File: config.mk
export PLATFORM = sky130hd
export DESIGN_NAME = tpc_timer
export DESIGN_NICKNAME = d
export VERILOG_FILES = /design/src/core/tpc_prescaler.v /design/src/core/tpc_timer.v
export VERILOG_INCLUDE_DIRS = /design/src /design/src/core
export SDC_FILE = /design/constraint.sdc
export NUM_CORES = 1
export LEC_CHECK = 0
export BUFFER_PORTS_ARGS = -buffer_cell sky130_fd_sc_hd__clkbuf_2
export CORE_MARGIN = 3
export CORE_UTILIZATION = 45
export CTS_CLUSTER_DIAMETER = 200
export DETAILED_ROUTE_END_ITERATION = 16
export PLACE_DENSITY = 0.72
export REMOVE_ABC_BUFFERS = 1
export SLEW_MARGIN = 10
export SYNTH_ARGS = -nofsm -noshare
export SYNTH_HDL_FRONTEND = slang
export SYNTH_SLANG_ARGS = --single-unit
File: constraint.sdc
create_clock -name clock_i -period 1.55 [get_ports clock_i]
set_input_delay 0.2325 -clock clock_i [delete_from_list [all_inputs] [get_ports clock_i]]
set_output_delay 0.2325 -clock clock_i [all_outputs]
set_load 0.005 [all_outputs]
File: src/core/tpc_consts.vh
// Constants for the timer prescaler counter block
`ifndef TPC_CONSTS_VH
`define TPC_CONSTS_VH
`define TPC_ADDR_W        12
`define TPC_OFF_CTRL      12'h000
`define TPC_OFF_CNT_HI    12'h004
`define TPC_OFF_CNT_LO    12'h008
`define TPC_OFF_STATUS    12'h00C
`define TPC_PS_LSB        0
`define TPC_PS_MSB        2
`define TPC_CLR_BIT       3
`define TPC_PS_EXT        3'h7
`define TPC_DIV_W         6
`define TPC_CNT_W         16
`define TPC_CNT_RST       16'h0000
`define TPC_BYTE_RST      8'h00
`define TPC_WORD_ZERO     32'h0000_0000
`define TPC_PS_RST        3'h0
`define TPC_HI_MSB        15
`define TPC_HI_LSB        8
`define TPC_LO_MSB        7
`define TPC_LO_LSB        0
`define TPC_LATCH_BIT     0
`endif

File: src/core/tpc_prescaler.v
// Prescaler and tick source selection for the timer prescaler counter
`timescale 1ns/1ps
`default_nettype none
`include "tpc_consts.vh"
module tpc_prescaler
(
  input  wire       clock_i,
  input  wire       rst_i,
  input  wire       ce_i,
  input  wire [2:0] prescale_select_i,
  input  wire       timer_external_clock_in_i,
  input  wire       clear_i,
  output reg        tick_o
);
  reg  [`TPC_DIV_W-1:0] div_r;
  reg                   ext_q_r;
  reg                   ext_d_r;
  reg                   ext_e_r;
  wire [`TPC_DIV_W:0]   stages;
  wire                  int_tick;
  // One stage per power of two; stage k fires when the low k divider bits are all ones
  assign stages[0] = 1'b1;
  genvar g;
  generate
    for (g = 0; g < `TPC_DIV_W; g = g + 1)
    begin : g_stage
      assign stages[g+1] = stages[g] & div_r[g];
    end
  endgenerate
  assign int_tick = stages[prescale_select_i];
  always @(posedge clock_i or posedge rst_i)
  begin
    if (rst_i)
    begin
      div_r   <= {`TPC_DIV_W{1'b0}};
      ext_q_r <= 1'b0;
      ext_d_r <= 1'b0;
      ext_e_r <= 1'b0;
      tick_o  <= 1'b0;
    end
    else if (ce_i)
    begin
      ext_q_r <= timer_external_clock_in_i;
      ext_d_r <= ext_q_r;
      // Edge found behind the second stage so only it reads the first
      ext_e_r <= ext_d_r;
      // Clearing restarts the division so the first count after clear takes a full period
      if (clear_i)
        div_r <= {`TPC_DIV_W{1'b0}};
      else
        div_r <= div_r + {{(`TPC_DIV_W-1){1'b0}}, 1'b1};
      if (prescale_select_i == `TPC_PS_EXT)
        tick_o <= ext_d_r & ~ext_e_r & ~clear_i;
      else
        tick_o <= int_tick & ~clear_i;
    end
  end
endmodule // tpc_prescaler
`default_nettype wire

File: src/core/tpc_timer.v
// Top of the timer prescaler counter with its APB register slave
//
// Added by the designer: the APB slave port and the register offsets.
`timescale 1ns/1ps
`default_nettype none
`include "tpc_consts.vh"
module tpc_timer
(
  input  wire                   clock_i,
  input  wire                   rst_i,
  input  wire                   ce_i,
  input  wire                   timer_external_clock_in_i,
  input  wire                   psel,
  input  wire                   penable,
  input  wire                   pwrite,
  input  wire [`TPC_ADDR_W-1:0] paddr,
  input  wire [31:0]            pwdata,
  input  wire [3:0]             pstrb,
  output reg  [31:0]            prdata,
  output reg                    pready,
  output reg                    pslverr,
  output reg  [`TPC_CNT_W-1:0]  count_o
);
  ////////////////////////////////////////////////////////////////////////////////
  reg  [2:0]            prescale_select_r;
  reg                   clear_r;
  reg  [7:0]            low_buf_r;
  reg                   latched_r;
  reg                   phase_r;
  reg                   phase_nxt;
  wire                  tick;
  wire                  setup;
  wire                  access;
  wire                  hit_ctrl;
  wire                  hit_hi;
  wire                  hit_lo;
  wire                  hit_stat;
  wire                  wr_ctrl;
  wire                  rd_hi;
  wire                  rd_lo;
  wire                  mapped;
  reg  [31:0]           rdata_nxt;

  // Bus phase: a setup edge arms the tracker, the completing access edge disarms it
  localparam PH_IDLE = 1'b0;
  localparam PH_ACC  = 1'b1;

  ////////////////////////////////////////////////////////////////////////////////
  // Address decode, one hit per register word
  assign hit_ctrl = (paddr == `TPC_OFF_CTRL);
  assign hit_hi   = (paddr == `TPC_OFF_CNT_HI);
  assign hit_lo   = (paddr == `TPC_OFF_CNT_LO);
  assign hit_stat = (paddr == `TPC_OFF_STATUS);
  assign mapped   = hit_ctrl | hit_hi | hit_lo | hit_stat;

  // Reads act at setup so the captured low byte belongs to the high byte returned
  assign setup    = psel & ~penable & ce_i;
  // Writes wait for the edge that completes the access, so an aborted transfer changes nothing
  assign access   = psel & penable & pready & (phase_r == PH_ACC) & ce_i;
  assign wr_ctrl  = access & pwrite & hit_ctrl & pstrb[0];
  assign rd_hi    = setup & ~pwrite & hit_hi;
  assign rd_lo    = setup & ~pwrite & hit_lo;

  always @*
  begin
    phase_nxt = phase_r;
    case (phase_r)
      PH_IDLE: if (setup) phase_nxt = PH_ACC;
      PH_ACC:  if (access) phase_nxt = PH_IDLE;
      default: phase_nxt = PH_IDLE;
    endcase
  end

  tpc_prescaler u_presc
  (
    .clock_i                   (clock_i),
    .rst_i                     (rst_i),
    .ce_i                      (ce_i),
    .prescale_select_i         (prescale_select_r),
    .timer_external_clock_in_i (timer_external_clock_in_i),
    .clear_i                   (clear_r),
    .tick_o                    (tick)
  );

  ////////////////////////////////////////////////////////////////////////////////
  // Control register
  always @(posedge clock_i or posedge rst_i)
  begin
    if (rst_i)
    begin
      prescale_select_r <= `TPC_PS_RST;
      clear_r           <= 1'b0;
    end
    else if (ce_i)
    begin
      if (wr_ctrl)
      begin
        prescale_select_r <= pwdata[`TPC_PS_MSB:`TPC_PS_LSB];
        clear_r           <= pwdata[`TPC_CLR_BIT];
      end
      else
        clear_r <= 1'b0;
    end
  end

  ////////////////////////////////////////////////////////////////////////////////
  // Counter
  always @(posedge clock_i or posedge rst_i)
  begin
    if (rst_i)
      count_o <= `TPC_CNT_RST;
    else if (ce_i)
    begin
      // Clear is self-clearing so software needs no second write to restart counting
      if (clear_r)
        count_o <= `TPC_CNT_RST;
      else if (tick)
        count_o <= count_o + {{(`TPC_CNT_W-1){1'b0}}, 1'b1};
    end
  end

  ////////////////////////////////////////////////////////////////////////////////
  // Coherent read buffer for the low byte
  always @(posedge clock_i or posedge rst_i)
  begin
    if (rst_i)
    begin
      low_buf_r <= `TPC_BYTE_RST;
      latched_r <= 1'b0;
    end
    else if (ce_i)
    begin
      if (clear_r)
      begin
        low_buf_r <= `TPC_BYTE_RST;
        latched_r <= 1'b0;
      end
      else if (rd_hi && !latched_r)
      begin
        low_buf_r <= count_o[`TPC_LO_MSB:`TPC_LO_LSB];
        latched_r <= 1'b1;
      end
      else if (rd_lo)
        latched_r <= 1'b0;
    end
  end

  always @*
  begin
    rdata_nxt = `TPC_WORD_ZERO;
    case (paddr)
      `TPC_OFF_CTRL:   rdata_nxt[`TPC_PS_MSB:`TPC_PS_LSB] = prescale_select_r;
      `TPC_OFF_CNT_HI: rdata_nxt[`TPC_LO_MSB:`TPC_LO_LSB] = count_o[`TPC_HI_MSB:`TPC_HI_LSB];
      `TPC_OFF_CNT_LO: rdata_nxt[`TPC_LO_MSB:`TPC_LO_LSB] =
                         latched_r ? low_buf_r : count_o[`TPC_LO_MSB:`TPC_LO_LSB];
      `TPC_OFF_STATUS: rdata_nxt[`TPC_LATCH_BIT] = latched_r;
      default:         rdata_nxt = `TPC_WORD_ZERO;
    endcase
  end

  ////////////////////////////////////////////////////////////////////////////////
  // APB answer: one wait-free access phase, data sampled in setup
  always @(posedge clock_i or posedge rst_i)
  begin
    if (rst_i)
      phase_r <= PH_IDLE;
    else if (ce_i)
      phase_r <= phase_nxt;
  end

  always @(posedge clock_i or posedge rst_i)
  begin
    if (rst_i)
      pready <= 1'b0;
    else if (ce_i)
      pready <= setup;
  end

  // Unmapped words answer with an error and have no other effect
  always @(posedge clock_i or posedge rst_i)
  begin
    if (rst_i)
      pslverr <= 1'b0;
    else if (ce_i)
      pslverr <= setup & ~mapped;
  end

  // Read data holds until the next read, so a slow master still sees it
  always @(posedge clock_i or posedge rst_i)
  begin
    if (rst_i)
      prdata <= `TPC_WORD_ZERO;
    else if (ce_i)
    begin
      if (setup && !pwrite)
        prdata <= rdata_nxt;
    end
  end
endmodule // tpc_timer
`default_nettype wire

==> flow_metrics.env <==
export IMPL_status="finished, final reports clean"
export IMPL_grt_overflow_total=0
export IMPL_critical_path_max_fanout=2
export IMPL_fin_crit_sh_pct=97.97
export IMPL_synth_cells=304
export IMPL_die_x_um=87.08
export IMPL_layout_setup_ws_ns=0.03148
export IMPL_hpwl_um=4951
export IMPL_period_minus_slack_ns=1.519
export IMPL_antennaDiodeCount=0
export IMPL_dpl_worst_slack_ns=-0.1241
export IMPL_tns_ns=0
export IMPL_start_util_pct=48.24
export IMPL_cp_data_arrival_time_ns=1.71
export IMPL_core_area_um2=6131
export IMPL_grt_setup_unrepaired="true"
export IMPL_fillers=536
export IMPL_cts_sinks=50
export IMPL_synthArstFlopShare_pct=100.0
export IMPL_critPathMaxStageDelay_ns=0.40
export IMPL_path_cells="ha_2 -> buf_4 -> buf_4 -> inv_2 -> o22ai_2 -> a221oi_2 -> o32ai_1"
export IMPL_power_density_nw_per_um2=930.1
export IMPL_synthDistinctLibCells=52
export IMPL_drt_total_wl_um=6908
export IMPL_grt_antenna_before_repair=0
export IMPL_drt_iter0_drc=118
export IMPL_use_met1_pct=25.19
export IMPL_post_drt_via_cell_ratio=5.424
export IMPL_cts_tree="built"
export IMPL_synth_largest_area_cell="dfrtp_1"
export IMPL_grt_max_degree=51
export IMPL_port_buffers=49
export IMPL_stdcell_area_um2=3680
export IMPL_final_common_cell="buf_4"
export IMPL_met2_usage_pct=30.43
export IMPL_fmax_mhz=658.5
export IMPL_hold_viol_final=0
export IMPL_clk_pin_slew_ns=0.09
export IMPL_irDropWorstVdd_mv=0.4936
export IMPL_crit_required_ns=1.74
export IMPL_synth_area_um2=2958
export IMPL_detail_route_first_pass_iterations=4
export IMPL_grt_use_met3_pct=3.027
export IMPL_grt_usage_pct=18.40
export IMPL_ys_flop_type="dfrtp_1"
export IMPL_top_usage_layer="met2"
export IMPL_synth_seq_cells=50
export IMPL_layout_drive_gt1_share_pct=33.75
export IMPL_nNetsFinal=454
export IMPL_ys_warn_count=0
export IMPL_grt_pass1_vias=2328
export IMPL_insertion_delay_ns=0.30
export IMPL_crit_top_cell="buf_4"
export IMPL_rows=28
export IMPL_synthDominantCellAreaShare_pct=42.30
export IMPL_area_growth_pct=24.41
export IMPL_worstSetupEndpointType="register"
export IMPL_p_leak_nw=1.770
export IMPL_gp_congestion=0.8109
export IMPL_drc=0
export IMPL_maxCapViolCount=0
export IMPL_setup_violations_final=0
export IMPL_seqCellArea_um2=1254
export IMPL_io_pins=105
export IMPL_crit_type="register to register"
export IMPL_cts_buffers=5
export IMPL_multi_input_area_um2=1534
export IMPL_drv_slew=0
export IMPL_h_tree_depth=2
export IMPL_fin_util_pct=60.02
export IMPL_die_h_um=87.08
export IMPL_layout_common_cells="51 x buf_4, 49 x clkbuf_2, 48 x dfrtp_1"
export IMPL_die_area_um2=7582
export IMPL_cts_root_buf="clkbuf_8"
export IMPL_crit_slowest_cell="dfrtp_1"
export IMPL_clockBufferDepth=2
export IMPL_postPlaceCellArea_um2=3456
export IMPL_avgSynthCellArea_um2=9.730
export IMPL_vias=2560
export IMPL_synth_area_leaders="dfrtp_1 42%, mux2i_1 6.1%, buf_4 6.1%"
export IMPL_wl_per_cell_um=14.64
export IMPL_start_kind="register"
export IMPL_finalClockSkew_ns=0.01087
export IMPL_hold_path_class="input port to register"
export IMPL_yosysSeqAreaShare_pct=42.30
export IMPL_synth_edff_count=0
export IMPL_detail_route_antenna_nets=0
export IMPL_grt_pass1_wl_um=11180
==> state kept, by name (all words and copies together) (netlist names) <==
name / count
count_o: 16
low_buf_r: 8
prdata: 8
u_presc.div_r: 6
prescale_select_r: 3
clear_r: 1
latched_r: 1
phase_r: 1
pready: 1
pslverr: 1
u_presc.ext_d_r: 1
u_presc.ext_e_r: 1
u_presc.ext_q_r: 1
u_presc.tick_o: 1
==> metrics by stage <==
stage	power (mW)	cells	hold slack [ns]
after floorplan	2.039	286	0.3256
after global placement	2.502	452	0.2819
after detailed placement	2.537	452	0.2843
after CTS	3.322	461	0.1484
after global routing	3.647	472	0.1497
final	3.422	472	0.1505
==> layout make-up <==
type / count / area share, %
Multi-Input combinational cell: 228 / 41.69
Sequential cell: 50 / 34.07
Timing Repair Buffer: 103 / 18.43
Tap cell: 75 / 2.550
Clock buffer: 5 / 1.870
Inverter: 8 / 0.8160
Clock inverter: 3 / 0.5780
==> path summary, 6_finish.rpt <==
path	startpoint	endpoint	slack, ns	cells past startpoint
max	u_presc.div_r[1]	u_presc.tick_o	0.03	7
min	pwdata[3]	clear_r	0.15	2
max reg2reg	u_presc.div_r[1]	u_presc.tick_o	0.03	7
min reg2reg	prdata[0]	prdata[0]	0.47	2
max in group asynchronous	rst_i	clear_r	0.81	4
min in group asynchronous	rst_i	prdata[2]	0.50	4
==> repair_timing <==
item,CTS,global route
gates resized for setup,4,9
endpoints found under the setup margin,3,7
hold endpoints to repair,50,0
pin swaps,2,10
setup buffers,0,11
hold buffers,1,0
==> power by group <==
group / internal, mW / leakage, nW / switching, mW
sequential: 1.44 / 0.620 / 0.137
combinational: 0.561 / 1.11 / 0.508
clock: 0.318 / 0.0441 / 0.455
total: 2.32 / 1.77 / 1.10
==> layer usage <==
metal,wire length [um],up-vias,part of all wire (%)
met3,445,5,6.4
met1,3152,1232,46
li1,-,1235,-
met4,68,0,0.98
met2,3242,88,47
met5,0,-,0
==> synth_stat cells (all sizes together), types with 3 or more instances <==
library cell  count
a22o              4
xnor2             3
o2bb2ai           5
a21oi             7
inv               8
nand2            33
nand4             3
nor3b             7
a31oi             4
mux2i            18
xor2              4
nor4              3
o21ai             7
nand2b            4
nor2             22
nor2b             8
and3              5
dfrtp            50
o22ai             5
a41o              3
nand3             8
o211ai            3
a221o             5
nor3              7
ha                3
a22oi             9
clkbuf            9
buf              32
mux2              5
and4              3
==> kinds of logic (layout without fill, tap and decap cells) <==
group                    after synthesis  in the layout  synth area share (%)
other                                  1             24                0.1268
multiplexers                          23             23                 7.995
adder cells (fa/ha/maj)                3              3                 1.269
AO/OA/AOI/OAI                         58             58                 15.02
XOR/XNOR                               7              7                 2.073
flip-flops                            50             50                 42.30
AND/OR/NAND/NOR                      113            113                 21.15
buffers and inverters                 49            119                 10.07
==> worst max-delay path: cells and delay by family (launching register included) <==
family | cells | cell delay [ns]
buffers and inverters | 3 | 0.30
AOI/OAI and AO/OA | 3 | 0.50
DFF | 1 | 0.40
adders and majority gates | 1 | 0.21
No activity file was read; power rests on OpenSTA's default activity.
